--- src/include/ppc_pkg.sv ---
package ppc_pkg;

    // ------------------------------------------------------------------
    // Register map
    // ------------------------------------------------------------------
    localparam logic [7:0] CTRL_OFS = 8'h00;
    localparam logic [7:0] STATUS_OFS = 8'h04;
    localparam logic [7:0] PADCFG_BASE_OFS = 8'h10;
    localparam int ADDR_W = 8;
    localparam int DATA_W = 32;

    // ------------------------------------------------------------------
    // Control register fields
    // ------------------------------------------------------------------
    localparam int CTRL_FREEZE_BIT = 0;
    localparam int CTRL_CFG_DONE_BIT = 1;

    // ------------------------------------------------------------------
    // Status register fields
    // ------------------------------------------------------------------
    localparam int STAT_ACTIVE_BIT = 0;
    localparam int STAT_FLOAT_BIT = 1;
    localparam int STAT_FREEZE_BIT = 2;
    localparam int STAT_PAD_LSB = 8;

    // ------------------------------------------------------------------
    // Per-pad configuration word fields
    // ------------------------------------------------------------------
    localparam int PCFG_USED_BIT = 0;
    localparam int PCFG_IN_REG_BIT = 1;
    localparam int PCFG_OUT_REG_BIT = 2;
    localparam int PCFG_OE_REG_BIT = 3;
    localparam int PCFG_FREEZE_EN_BIT = 4;
    localparam int PCFG_PULL_EN_BIT = 5;
    localparam int PCFG_PULL_SEL_LSB = 6;
    localparam int PCFG_OUT_SEL_BIT = 8;
    localparam int PCFG_W = 9;

    // ------------------------------------------------------------------
    // Pull-up strength choices, weakest is the default
    // ------------------------------------------------------------------
    typedef enum logic [1:0]
    {
        PULL_3K3 = 2'h0,
        PULL_6K8 = 2'h1,
        PULL_10K = 2'h2,
        PULL_100K = 2'h3
    } ppc_pull_t;

    typedef struct packed
    {
        logic out_sel;
        ppc_pull_t pull_sel;
        logic pull_en;
        logic freeze_en;
        logic oe_reg;
        logic out_reg;
        logic in_reg;
        logic used;
    } ppc_padcfg_t;

    localparam ppc_padcfg_t PADCFG_RST = '{
        out_sel: 1'b0, pull_sel: PULL_100K, pull_en: 1'b1,
        freeze_en: 1'b0, oe_reg: 1'b0, out_reg: 1'b0,
        in_reg: 1'b0, used: 1'b0};

    // ------------------------------------------------------------------
    // Configuration phase
    // ------------------------------------------------------------------
    typedef enum logic [1:0]
    {
        PH_POR = 2'b00,
        PH_LOAD = 2'b01,
        PH_RUN = 2'b11
    } ppc_phase_t;

endpackage

--- src/rtl/ppc_pad_slice.sv ---
`timescale 1ns/1ps
module ppc_pad_slice
(
    input wire logic sys_clk_in,
    input wire logic rst_b_in,
    input wire logic active_in,
    input wire ppc_pkg::ppc_padcfg_t cfg_in,
    input wire logic freeze_in,
    input wire logic in_tick_in,
    input wire logic out_tick_in,
    input wire logic ce_in,
    input wire logic oe_in,
    input wire logic hold_in,
    input wire logic [1:0] dout_in,
    output logic [1:0] din_out,
    input wire logic pad_i_in,
    output logic pad_o_out,
    output logic pad_oe_b_out,
    output logic pull_en_out,
    output ppc_pkg::ppc_pull_t pull_sel_out,
    output logic in_block_out
);

    typedef struct packed
    {
        logic [1:0] in_q;
        logic [1:0] out_q;
        logic oe_q;
        logic [1:0] keep_q;
    } ppc_slice_t;

    ppc_slice_t s_q;
    ppc_slice_t s_d;
    logic [1:0] live;
    logic frozen;
    logic used_act;
    logic drive_dat;
    logic drive_oe;

    // ------------------------------------------------------------------
    // Register stages
    // ------------------------------------------------------------------
    always_comb
    begin
        live = cfg_in.in_reg ? s_q.in_q : {pad_i_in, pad_i_in};
        frozen = freeze_in && cfg_in.freeze_en && !cfg_in.in_reg;
        s_d = s_q;
        if (!active_in)
        begin
            s_d = '0;
        end
        else
        begin
            if (in_tick_in && ce_in)
            begin
                s_d.in_q = {s_q.in_q[0], pad_i_in};
            end
            if (out_tick_in && ce_in)
            begin
                s_d.out_q = dout_in;
                s_d.oe_q = oe_in;
            end
            // Keeper tracks the live value and stops once held or frozen
            if (!(hold_in || frozen))
            begin
                s_d.keep_q = live;
            end
        end
    end

    always_ff @(posedge sys_clk_in or negedge rst_b_in)
    begin
        if (!rst_b_in)
        begin
            s_q <= '0;
        end
        else
        begin
            s_q <= s_d;
        end
    end

    // ------------------------------------------------------------------
    // Pad and core outputs
    // ------------------------------------------------------------------
    always_comb
    begin
        used_act = active_in && cfg_in.used;
        drive_dat = cfg_in.out_reg ? s_q.out_q[cfg_in.out_sel]
                                   : dout_in[cfg_in.out_sel];
        drive_oe = cfg_in.oe_reg ? s_q.oe_q : oe_in;
        pad_o_out = used_act && drive_dat;
        pad_oe_b_out = !(used_act && drive_oe);
        in_block_out = active_in && !cfg_in.used;
        pull_en_out = !active_in || (cfg_in.used && cfg_in.pull_en);
        pull_sel_out = active_in ? cfg_in.pull_sel
                                 : ppc_pkg::PULL_100K;
        if (!used_act)
        begin
            din_out = 2'h0;
        end
        else if (hold_in || frozen)
        begin
            din_out = s_q.keep_q;
        end
        else
        begin
            din_out = live;
        end
    end

endmodule // ppc_pad_slice

--- src/rtl/ppc_pad_bank.sv ---
`timescale 1ns/1ps
// What this block does
// - Each cell has input, output and enable register stages with modes.
// - Inbound register, stepped by input tick, samples pad before the core.
// - Outbound data goes straight to the pad or through the output register.
// - Bank freeze holds unregistered inputs of cells that opted in.
// - Registered inputs hold whenever their tick or clock enable is absent.
// - Hold input latches the inbound value and presents it until released.
// - Until reset ends and configuration completes, pads float, weak pull-up.
// - User pad settings apply only after reset release and configuration.
// - After configuration, unused pads have input blocked and pull-up off.
// - Each pad selects pull-up or none, strength from four, weakest default.
// - Global float forces all pad outputs off throughout configuration.
// - Global reset keeps every cell flip-flop cleared during configuration.
module ppc_pad_bank
#(
    parameter int N_PADS = 4
)
(
    input wire logic sys_clk_in,
    input wire logic rst_b_in,
    input wire logic [ppc_pkg::ADDR_W-1:0] reg_addr_in,
    input wire logic [ppc_pkg::DATA_W-1:0] reg_wdata_in,
    input wire logic reg_wr_in,
    input wire logic reg_rd_in,
    output logic [ppc_pkg::DATA_W-1:0] reg_rdata_out,
    input wire logic [N_PADS-1:0] in_tick_in,
    input wire logic [N_PADS-1:0] out_tick_in,
    input wire logic [N_PADS-1:0] ce_in,
    input wire logic [N_PADS-1:0] oe_in,
    input wire logic [N_PADS-1:0] hold_in,
    input wire logic [N_PADS-1:0] dout0_in,
    input wire logic [N_PADS-1:0] dout1_in,
    output logic [N_PADS-1:0] din0_out,
    output logic [N_PADS-1:0] din1_out,
    input wire logic [N_PADS-1:0] pad_i_in,
    output logic [N_PADS-1:0] pad_o_out,
    output logic [N_PADS-1:0] pad_oe_b_out,
    output logic [N_PADS-1:0] pull_en_out,
    output logic [2*N_PADS-1:0] pull_sel_out,
    output logic [N_PADS-1:0] in_block_out,
    output logic active_out
);

    // ------------------------------------------------------------------
    // State
    // ------------------------------------------------------------------
    typedef struct packed
    {
        ppc_pkg::ppc_phase_t phase_q;
        logic freeze_q;
        logic cfg_done_q;
        ppc_pkg::ppc_padcfg_t [N_PADS-1:0] cfg_q;
        logic [ppc_pkg::DATA_W-1:0] rdata_q;
    } ppc_bank_t;

    ppc_bank_t s_q;
    ppc_bank_t s_d;
    logic active;
    logic [N_PADS-1:0] din0;

    // Word index of a pad configuration slot, or N_PADS when not one
    function automatic int pad_index(input logic [ppc_pkg::ADDR_W-1:0] a);
        int idx;
        idx = N_PADS;
        for (int i = 0; i < N_PADS; i++)
        begin
            if (a == ppc_pkg::PADCFG_BASE_OFS + ppc_pkg::ADDR_W'(4 * i))
            begin
                idx = i;
            end
        end
        return idx;
    endfunction

    function automatic logic [ppc_pkg::DATA_W-1:0] read_word(
        input logic [ppc_pkg::ADDR_W-1:0] a,
        input ppc_bank_t s,
        input logic [N_PADS-1:0] lvl);
        logic [ppc_pkg::DATA_W-1:0] w;
        int idx;
        w = '0;
        idx = pad_index(a);
        if (a == ppc_pkg::CTRL_OFS)
        begin
            w[ppc_pkg::CTRL_FREEZE_BIT] = s.freeze_q;
            w[ppc_pkg::CTRL_CFG_DONE_BIT] = s.cfg_done_q;
        end
        else if (a == ppc_pkg::STATUS_OFS)
        begin
            w[ppc_pkg::STAT_ACTIVE_BIT] = (s.phase_q == ppc_pkg::PH_RUN);
            w[ppc_pkg::STAT_FLOAT_BIT] = (s.phase_q != ppc_pkg::PH_RUN);
            w[ppc_pkg::STAT_FREEZE_BIT] = s.freeze_q;
            w[ppc_pkg::STAT_PAD_LSB +: N_PADS] = lvl;
        end
        else if (idx < N_PADS)
        begin
            w[ppc_pkg::PCFG_W-1:0] = s.cfg_q[idx];
        end
        return w;
    endfunction

    // ------------------------------------------------------------------
    // Register port and configuration phase
    // ------------------------------------------------------------------
    always_comb
    begin
        int widx;
        widx = pad_index(reg_addr_in);
        s_d = s_q;
        s_d.rdata_q = '0;
        if (reg_rd_in)
        begin
            s_d.rdata_q = read_word(reg_addr_in, s_q, din0);
        end
        if (reg_wr_in)
        begin
            if (reg_addr_in == ppc_pkg::CTRL_OFS)
            begin
                s_d.freeze_q = reg_wdata_in[ppc_pkg::CTRL_FREEZE_BIT];
                s_d.cfg_done_q = reg_wdata_in[ppc_pkg::CTRL_CFG_DONE_BIT];
            end
            else if (widx < N_PADS)
            begin
                s_d.cfg_q[widx] = reg_wdata_in[ppc_pkg::PCFG_W-1:0];
            end
        end
        unique case (s_q.phase_q)
            ppc_pkg::PH_POR:
            begin
                s_d.phase_q = ppc_pkg::PH_LOAD;
            end
            ppc_pkg::PH_LOAD:
            begin
                if (s_q.cfg_done_q)
                begin
                    s_d.phase_q = ppc_pkg::PH_RUN;
                end
            end
            ppc_pkg::PH_RUN:
            begin
                // Clearing the done bit starts a fresh download
                if (!s_q.cfg_done_q)
                begin
                    s_d.phase_q = ppc_pkg::PH_LOAD;
                end
            end
            default:
            begin
                s_d.phase_q = ppc_pkg::PH_POR;
            end
        endcase
    end

    always_ff @(posedge sys_clk_in or negedge rst_b_in)
    begin
        if (!rst_b_in)
        begin
            s_q.phase_q <= ppc_pkg::PH_POR;
            s_q.freeze_q <= 1'b0;
            s_q.cfg_done_q <= 1'b0;
            s_q.cfg_q <= {N_PADS{ppc_pkg::PADCFG_RST}};
            s_q.rdata_q <= '0;
        end
        else
        begin
            s_q <= s_d;
        end
    end

    // Only a finished download after reset lets the user settings through
    assign active = (s_q.phase_q == ppc_pkg::PH_RUN);
    assign active_out = active;
    assign reg_rdata_out = s_q.rdata_q;
    assign din0_out = din0;

    // ------------------------------------------------------------------
    // Pad cells
    // ------------------------------------------------------------------
    for (genvar g = 0; g < N_PADS; g++)
    begin : g_pad
        logic [1:0] din;
        ppc_pkg::ppc_pull_t psel;

        ppc_pad_slice u_slice
        (
            .sys_clk_in(sys_clk_in),
            .rst_b_in(rst_b_in),
            .active_in(active),
            .cfg_in(s_q.cfg_q[g]),
            .freeze_in(s_q.freeze_q),
            .in_tick_in(in_tick_in[g]),
            .out_tick_in(out_tick_in[g]),
            .ce_in(ce_in[g]),
            .oe_in(oe_in[g]),
            .hold_in(hold_in[g]),
            .dout_in({dout1_in[g], dout0_in[g]}),
            .din_out(din),
            .pad_i_in(pad_i_in[g]),
            .pad_o_out(pad_o_out[g]),
            .pad_oe_b_out(pad_oe_b_out[g]),
            .pull_en_out(pull_en_out[g]),
            .pull_sel_out(psel),
            .in_block_out(in_block_out[g])
        );

        assign din0[g] = din[0];
        assign din1_out[g] = din[1];
        assign pull_sel_out[2*g +: 2] = psel;
    end

endmodule // ppc_pad_bank

--- config.mk ---
export PLATFORM = sky130hd
export DESIGN_NAME = ppc_pad_bank
export DESIGN_NICKNAME = d
export VERILOG_FILES = /design/src/include/ppc_pkg.sv /design/src/rtl/ppc_pad_slice.sv /design/src/rtl/ppc_pad_bank.sv
export SDC_FILE = /design/constraint.sdc
export NUM_CORES = 1
export LEC_CHECK = 0
export ABC_AREA = 1
export BUFFER_PORTS_ARGS = -buffer_cell sky130_fd_sc_hd__buf_2
export CAP_MARGIN = 40
export CORE_MARGIN = 2
export CORE_UTILIZATION = 35
export DETAILED_ROUTE_END_ITERATION = 16
export PLACE_DENSITY_LB_ADDON = 0.2
export SETUP_SLACK_MARGIN = 0.02
export SLEW_MARGIN = 20
export SYNTH_ARGS = -nofsm -noshare
export SYNTH_HDL_FRONTEND = slang
export SYNTH_SLANG_ARGS = --single-unit
export TNS_END_PERCENT = 1
--- constraint.sdc ---
create_clock -name sys_clk_in -period 3.4 [get_ports sys_clk_in]
set_clock_uncertainty 0.15 [all_clocks]
set_input_delay 0.51 -clock sys_clk_in [delete_from_list [all_inputs] [get_ports sys_clk_in]]
set_output_delay 0.51 -clock sys_clk_in [all_outputs]
set_load 0.03 [all_outputs]
==> impl_metrics.csv, run 1 <==
group,metric,value,unit
sta,period_share,0.766,
grt,groute.usage.overall,0.169,
clock_tree,cts_setup_buffers,0,
pwr,p_leak,0.00253,µW
sta,setup_viol,0,
final_layout,fill_cells,1301,
logic_synthesis,yosys_warnings,0,
pwr,power.density,438,mW/mm²
sta,relSlewSlack,0.611,
grt,grt_pass1_vias,3599,
sta,rsz0062_at_grt,"false",
final_layout,syn2layout_area_growth,15.9,%
setup_path,end_kind,"output pin",
setup_path,path_max_fanout,17,
final_layout,multi_input_area,0.00190,mm²
setup_path,r2r-start,"s_q[70]",
clock_tree,cts-root-buf,"clkbuf_16",
setup_path,r2r_end,"g_pad[3].u_slice.s_q[2]",
floorplan,initial_core_util,0.360,
job,drv_cap,0,
route,drt_pre_antenna_iters,5,
logic_synthesis,avgSynthCellArea,8.40,µm²
clock_tree,clk_pin_slew_worst_paths,0.06,ns
clock_tree,clock-sinks,80,
grt,grt_pass1_wl,18600,µm
setup_path,criticalPathCategory,"register to output pin",
grt,grt_max_degree,46,
floorplan,io_pins,141,
clock_tree,clockBufferDepth,2,
route,vias,3629,
final_layout,final_common_cell,"nand2_1",
sta,max_freq,0.384,GHz
setup_path,worstPathCellList,"nand2_1, buf_4, inv_1, o21ai_0, buf_2",
clock_tree,cts_tree,"done",
setup_path,crit_path_top_delay_cell,"inv_1",
logic_synthesis,seq_area_frac_synth,0.442,
sta,hold_violations,0,
floorplan,core_area,0.0127,mm²
min_path,min_to,"g_pad[2].u_slice.s_q[3]",
run_status,status,"finished clean",
pwr,power.total,2310,µW
clock_tree,clk-insertion-delay-late,0.34,ns
logic_synthesis,syn-cell-area,0.00456,mm²
final_layout,drive_above_1_share,0.308,
grt,globalRouteOverflowTotal,0,
floorplan,dieArea,0.0140,mm²
route,final_antenna_net_count,0,
final_layout,layout_common_cells,"100 x nand2_1, 96 x buf_2, 70 x inv_1",
min_path,hp-class,"primary input to register",
setup_path,cp.arrival,1.94,ns
sta,fin_crit,2.60,ns
final_layout,seqCellArea,0.00202,mm²
sta,drv_slew,0,
clock_tree,ctsResizeCount,0,
route,drt_iter0_drc,242,
route,route.detailed.drc,0,
setup_path,cp.required,2.74,ns
sta,fin_setup_tns,0,ns
clock_tree,htree_levels,3,
route,wl_per_cell,14.4,µm
final_layout,final_nets,692,
route,wirelength,11400,µm
setup_path,slowest_delay,0.46,ns
place,dpl.hpwl,8770,µm
clock_tree,cts_buffers,9,
setup_path,ff2ff_setup_slack,1.28,ns
place,place.gp.congestion,0.822,
min_path,worstHoldPathCells,3,
min_path,hold_path.startpoint,"dout0_in[2]",
logic_synthesis,syn_inst,543,
setup_path,ff2ff_path_depth,6,
sta,tightest_slew,0.583,ns
logic_synthesis,synthDistinctLibCells,32,
place,port_buffers,97,
floorplan,core.rowCount,41,
floorplan,die-width,118,µm
clock_tree,hold_buffers,1,
grt,antenna_found_initial,0,
logic_synthesis,synth_seq_cells,80,
floorplan,die_h,118,µm
setup_path,startpoint_type,"register",
final_layout,antenna_cells,0,
pwr,peakVddDrop,0.000292,V
route,vias_per_cell,4.58,
-- area by class of cell --
type | instances | area share
inverter | 74 | 0.0526
clock buffer | 10 | 0.0452
tap | 172 | 0.0407
timing repair buffer | 102 | 0.104
sequential | 80 | 0.382
clock inverter | 6 | 0.0170
multi-input combinational | 349 | 0.359
-- routing by layer --
layer	global-route usage	vias to the layer above	part of all wire
li1	-	1841	-
met1	0.227	1677	0.47
met2	0.277	102	0.47
met3	0.0405	9	0.051
met4	0.0399	0	0.0096
met5	0	-	0
-- critical path, delay by kind of cell (launching register included) --
family                 cells  cell delay, ns
flip-flops                 1            0.37
AND/OR/NAND/NOR            1            0.08
AO/OA/AOI/OAI              1            0.26
buffers and inverters      3            0.90
-- flip-flops by register name, indices dropped and copies added (netlist names) --
signal and flops:
reg_rdata_out 12, g_pad.u_slice.s_q 28, s_q 40
-- report_power, final --
group | switching, µW | total, µW | internal, µW
sequential | 17.2 | 993 | 976
combinational | 185 | 258 | 73.1
clock | 396 | 1060 | 667
total | 598 | 2310 | 1720
-- cells by family (layout without fill, tap and decap cells) --
| family | Yosys count | in the layout | share of synthesized area |
|---|---|---|---|
| and+or+nand+nor | 194 | 194 | 0.221 |
| AOI/OAI and AO/OA | 135 | 135 | 0.179 |
| buffers and inverters | 133 | 192 | 0.157 |
| DFF | 80 | 80 | 0.442 |
| other | 1 | 20 | 0.000822 |
-- synthesized netlist by cell type (all sizes together) --
library cell	number	share of area
nor3	7	0.018
o211ai	1	0.0016
a21oi	25	0.027
conb	1	0.00082
a31oi	6	0.0082
o21a	1	0.0016
o31ai	1	0.0027
nor2	41	0.049
inv	74	0.061
dfrtp	68	0.37
dfstp	12	0.069
or2	4	0.0055
nand2	104	0.089
buf	56	0.094
nand3	35	0.050
nand4	3	0.0088
clkbuf	3	0.0025
o21ai	101	0.14
-- worst max path at each step --
stage               startpoint        endpoint  slack (ns)  cells past startpoint
floorplan           hold_in[0]     din0_out[0]        1.41                      3
global placement       s_q[70]  pull_en_out[3]        1.19                      5
detailed placement     s_q[70]  pull_en_out[3]        1.14                      5
CTS                    s_q[70]  pull_en_out[3]        0.76                      5
global route           s_q[70]  pull_en_out[3]        0.66                      5
finish                 s_q[70]  pull_en_out[3]        0.80                      5
-- through the flow --
stage | setup slack (ns) | cell area, µm² | hold slack, ns | cells | util
floorplan | 1.41 | 4630 | 0.0644 | 562 | -
global placement | 1.19 | 4920 | 0.271 | 775 | 0.388
detailed placement | 1.14 | 4940 | 0.284 | 776 | 0.390
CTS | 0.762 | 5280 | 0.265 | 793 | 0.417
global route | 0.665 | 5280 | 0.287 | 793 | 0.417
finish | 0.795 | 5280 | 0.281 | 793 | 0.417
No activity file was read; power rests on OpenSTA's default activity.
==> run 2: changes to the inputs <==
==> constraint.sdc (replaced) <==
create_clock -name sys_clk_in -period 2.2 [get_ports sys_clk_in]
set_clock_uncertainty 0.15 [all_clocks]
set_input_delay 0.33 -clock sys_clk_in [delete_from_list [all_inputs] [get_ports sys_clk_in]]
set_output_delay 0.33 -clock sys_clk_in [all_outputs]
set_load 0.03 [all_outputs]
==> impl_metrics.csv, run 2 (synthesis results as in run 1) <==
group,metric,value,unit
run_status,status,"finished clean",
route,drt_iter0_drc,169,
route,vias_per_cell,4.63,
setup_path,cp.arrival,1.65,ns
route,vias,3687,
sta,fin_setup_tns,0,ns
final_layout,fill_cells,1319,
floorplan,initial_core_util,0.360,
clock_tree,clockBufferDepth,2,
setup_path,startpoint_type,"register",
pwr,pwr-share-clk,0.437,
clock_tree,clk_pin_slew_worst_paths,0.06,ns
pwr,peakVddDrop,0.000325,V
route,final_antenna_net_count,0,
job,drv_cap,0,
grt,globalRouteOverflowTotal,0,
pwr,power.density,648,mW/mm²
final_layout,layout_common_cells,"99 x nand2_1, 92 x buf_2, 68 x inv_1",
route,wirelength,11600,µm
floorplan,io_pins,141,
final_layout,multi_input_area,0.00194,mm²
route,wl_per_cell,14.5,µm
pwr,p_int,2530,µW
sta,rsz0062_at_grt,"true",
setup_path,end_kind,"output pin",
final_layout,layout.cells.non_filler,797,
pwr,power.switching,919,µW
route,drt_pre_antenna_iters,4,
final_layout,top_register,"s_q",
clock_tree,cts_tree,"done",
place,port_buffers,97,
pwr,p_leak,0.00252,µW
place,place.gp.congestion,0.811,
place,pre_cts_ws,0.284,ns
clock_tree,clock-sinks,80,
clock_tree,cts_buffers,9,
grt,groute.usage.overall,0.174,
final_layout,drive_above_1_share,0.330,
clock_tree,clk-insertion-delay-late,0.34,ns
final_layout,syn2layout_area_growth,17.0,%
place,dpl.hpwl,8980,µm
floorplan,dieArea,0.0140,mm²
grt,grt_pass1_wl,19200,µm
route,route.detailed.drc,0,
grt,grt_pass1_vias,3750,
final_layout,final_common_cell,"nand2_1",
clock_tree,cts_setup_buffers,0,
pwr,comb_power_share,0.118,
sta,max_freq,0.470,GHz
sta,setup_viol,0,
grt,grt_max_degree,36,
floorplan,die-width,118,µm
setup_path,criticalPathCategory,"register to output pin",
place,dp.cells,780,
pwr,p_seq_frac,0.445,
final_layout,seqCellArea,0.00202,mm²
grt,antenna_found_initial,0,
floorplan,core.rowCount,41,
clock_tree,htree_levels,3,
sta,fin_crit,2.13,ns
sta,period_share,0.967,
pwr,sw_frac_of_total,0.266,
sta,drv_slew,0,
final_layout,antenna_cells,0,
final_layout,largest_reg_flops,40,
floorplan,core_area,0.0127,mm²
setup_path,path_max_fanout,7,
final_layout,final_nets,696,
sta,setup_slack,0.0717,ns
sta,hold_violations,0,
setup_path,cp.required,1.72,ns
min_path,hp-class,"primary input to register",
floorplan,die_h,118,µm
clock_tree,cts-root-buf,"clkbuf_16",
run 2: cell count changes in the layout (fill, tap and decap cells not counted), sizes merged:
cell / delta
clkinvlp: +1
bufinv: -1
buf: +3
clkbuf: +2
clkinv: +2
inv: -3
run 2: layout make-up:
| class | instances | share of cell area |
|---|---|---|
| Clock inverter | 5 | 0.0106 |
| Inverter | 74 | 0.0528 |
| Sequential cell | 80 | 0.379 |
| Clock buffer | 11 | 0.0455 |
| Multi-Input combinational cell | 349 | 0.363 |
| Timing Repair Buffer | 106 | 0.109 |
| Tap cell | 172 | 0.0403 |
run 2: final timing paths:
| check | startpoint | end | slack, ns | cells after the start |
|---|---|---|---|---|
| setup reg to reg | s_q[70] | g_pad[1].u_slice.s_q[4] | 0.55 | 5 |
| hold reg to reg | s_q[66] | s_q[66] | 0.33 | 2 |
| hold / removal | dout0_in[2] | g_pad[2].u_slice.s_q[3] | 0.09 | 3 |
| max in group asynchronous | rst_b_in | s_q[38] | 0.95 | 3 |
| min in group asynchronous | rst_b_in | reg_rdata_out[9] | 0.33 | 2 |
| setup / recovery | s_q[69] | din0_out[0] | 0.07 | 5 |
run 2: timing repair:
action	CTS	global route
resized for setup	5	19
hold buffers	1	0
setup endpoints to repair	20	21
endpoints found under the hold margin	29	0
run 2: metrics by stage:
stage / power (µW) / utilization / instance area (µm²) / hold slack (ns)
after floorplan: 1840 / - / 4630 / -0.116
after global placement: 1960 / 0.392 / 4970 / 0.168
after detailed placement: 1970 / 0.392 / 4970 / 0.165
after CTS: 3490 / 0.418 / 5300 / 0.0879
after global routing: 3610 / 0.421 / 5330 / 0.117
final: 3450 / 0.421 / 5330 / 0.0938
run 2: per-layer routing:
layer / track usage / wire length [µm] / part of all wire / vias up
met5: 0 / 0 / 0 / -
met4: 0.0437 / 76 / 0.0066 / 0
met3: 0.0473 / 670 / 0.058 / 5
met2: 0.278 / 5550 / 0.48 / 111
li1: - / - / - / 1839
met1: 0.233 / 5260 / 0.46 / 1732
run 2: power groups by stage:
stage / logic [µW] / registers, µW / clock network (µW)
2_1_floorplan: 286 / 1550 / 0
3_3_place_gp: 402 / 1560 / 0
3_5_place_dp: 405 / 1560 / 0
4_1_cts: 411 / 1530 / 1550
5_1_grt: 459 / 1540 / 1610
6_report: 409 / 1540 / 1510
run 2: worst max-delay path, cell delays in order, from the launching register on:
cell and delay [ns]:
dfrtp_2 0.49, a31oi_2 0.30, nand2_1 0.09, o21ai_1 0.17, nor2_1 0.07, buf_2 0.18
==> run 3: changes to the inputs <==
--- a/config.mk
+++ b/config.mk
@@ -8,10 +8,9 @@
 export ABC_AREA = 1
 export BUFFER_PORTS_ARGS = -buffer_cell sky130_fd_sc_hd__buf_2
 export CAP_MARGIN = 40
-export CORE_MARGIN = 2
 export CORE_UTILIZATION = 35
 export DETAILED_ROUTE_END_ITERATION = 16
-export PLACE_DENSITY_LB_ADDON = 0.2
+export PLACE_DENSITY = 0.7
 export SETUP_SLACK_MARGIN = 0.02
 export SLEW_MARGIN = 20
 export SYNTH_ARGS = -nofsm -noshare
==> impl_metrics.csv, run 3 (synthesis results as in run 1) <==
group,metric,value,unit
clock_tree,cts_setup_buffers,0,
job,drv_cap,0,
final_layout,fill_cells,1321,
floorplan,initial_core_util,0.360,
route,top_layer,"met4",
place,dpl.hpwl,8360,µm
sta,rsz0062_at_grt,"true",
setup_path,critPathBufInv,3,
setup_path,crit_start,"s_q[70]",
grt,groute.usage.overall,0.176,
place,placed_cell_area,0.00494,mm²
route,vias_per_cell,4.62,
place,port_buffers,97,
route,wl_met3,604,µm
setup_path,end_kind,"output pin",
floorplan,io_pins,141,
final_layout,final_common_cell,"nand2_1",
final_layout,antenna_cells,0,
floorplan,dieArea,0.0135,mm²
route,vias,3672,
final_layout,seqCellArea,0.00202,mm²
route,route.detailed.drc,0,
sta,setup_viol,0,
route,final_antenna_net_count,0,
setup_path,r2r-start,"s_q[70]",
grt,globalRouteOverflowTotal,0,
clock_tree,clk-insertion-delay-late,0.34,ns
clock_tree,clockBufferDepth,2,
pwr,power.density,630,mW/mm²
sta,fin_crit,2.12,ns
sta,drv_slew,0,
final_layout,drive_above_1_share,0.318,
route,wl_met1,5300,µm
min_path,hp-class,"primary input to register",
final_layout,top_register,"s_q",
floorplan,die_h,116,µm
floorplan,core_area,0.0127,mm²
floorplan,core.rowCount,41,
route,wl_per_cell,13.8,µm
min_path,hold_path.startpoint,"dout0_in[3]",
setup_path,cp.required,1.72,ns
route,met2_length,4930,µm
pwr,peakVddDrop,0.000338,V
setup_path,criticalPathCategory,"register to output pin",
sta,period_share,0.962,
pwr,p_leak,0.00251,µW
clock_tree,cts_tree,"done",
clock_tree,clk_pin_slew_worst_paths,0.06,ns
clock_tree,cts-root-buf,"clkbuf_16",
sta,max_freq,0.473,GHz
run_status,status,"finished clean",
final_layout,final_nets,693,
route,drt_pre_antenna_iters,4,
grt,grt_pass1_vias,3544,
setup_path,crit_path_top_delay_cell,"dfrtp_1",
sta,hold_violations,0,
setup_path,cp_top_family,"buffers and inverters",
setup_path,worstPathCellList,"nand2_1, buf_4, inv_1, o21ai_0, buf_2",
final_layout,multi_input_area,0.00195,mm²
final_layout,syn2layout_area_growth,16.2,%
route,wirelength,11000,µm
grt,antenna_found_initial,0,
floorplan,die-width,116,µm
clock_tree,cts_buffers,9,
clock_tree,htree_levels,3,
setup_path,path_max_fanout,10,
final_layout,largest_reg_flops,40,
clock_tree,clock-sinks,80,
setup_path,cp.arrival,1.64,ns
grt,grt_max_degree,49,
setup_path,slowest_delay,0.37,ns
final_layout,design_area,0.00530,mm²
grt,grt_pass1_wl,18000,µm
route,drt_iter0_drc,270,
pwr,power.total,3340,µW
setup_path,startpoint_type,"register",
place,place.gp.congestion,0.809,
final_layout,layout_common_cells,"100 x nand2_1, 92 x buf_2, 69 x inv_1",
[run 3: timing repair]
item                                    4_1_cts  5_1_grt
hold buffers                                  1        0
gates resized for setup                       3       17
cloned                                        0        0
endpoints found under the hold margin        20        0
endpoints found under the setup margin        4       14
[run 3: layout make-up]
class | instances | area share
timing repair buffer | 103 | 0.105
clock buffer | 12 | 0.0465
inverter | 74 | 0.0524
sequential | 80 | 0.381
clock inverter | 4 | 0.00567
multi-input combinational | 349 | 0.369
tap | 172 | 0.0406
[run 3: final timing paths]
check / end / slack (ns) / cells after the start
worst max-delay path: pull_en_out[3] / 0.08 / 5
worst min-delay path: g_pad[3].u_slice.s_q[3] / 0.11 / 3
worst max register to register: g_pad[2].u_slice.s_q[3] / 0.26 / 6
worst min register to register: s_q[70] / 0.30 / 1
max in group asynchronous: g_pad[0].u_slice.s_q[6] / 0.96 / 3
min in group asynchronous: reg_rdata_out[5] / 0.32 / 2
[run 3: per-stage QoR]
step                      cells  hold WS [ns]   util  setup slack, ns  setup TNS (ns)
after detailed placement    777         0.162  0.390            0.273               0
after floorplan             562        -0.116      -            0.441               0
final                       794         0.110  0.418           0.0844               0
after global placement      777         0.160  0.390            0.286               0
after CTS                   794         0.100  0.414          0.00231               0
after global routing        794         0.115  0.418          -0.0409         -0.0688
[run 3: report_power, final]
part	leakage [µW]	switching, µW	total, µW	internal (µW)
Clock	0.000133	596	1390	798
Sequential	0.00106	29.8	1540	1510
Combinational	0.00131	289	405	116
Total	0.00251	914	3340	2420
[run 3: routing by layer]
| layer | GRT usage | vias up |
|---|---|---|
| met1 | 0.246 | 1685 |
| li1 | - | 1848 |
| met4 | 0.0470 | 0 |
| met2 | 0.277 | 128 |
| met3 | 0.0400 | 11 |
| met5 | 0 | - |
[run 3: worst register-to-register path: stages (launching register included)]
cell and delay, ns:
dfrtp_1 0.37, nand2_1 0.10, buf_4 0.18, inv_1 0.26, buf_4 0.40, nand3_1 0.17, o21ai_0 0.22
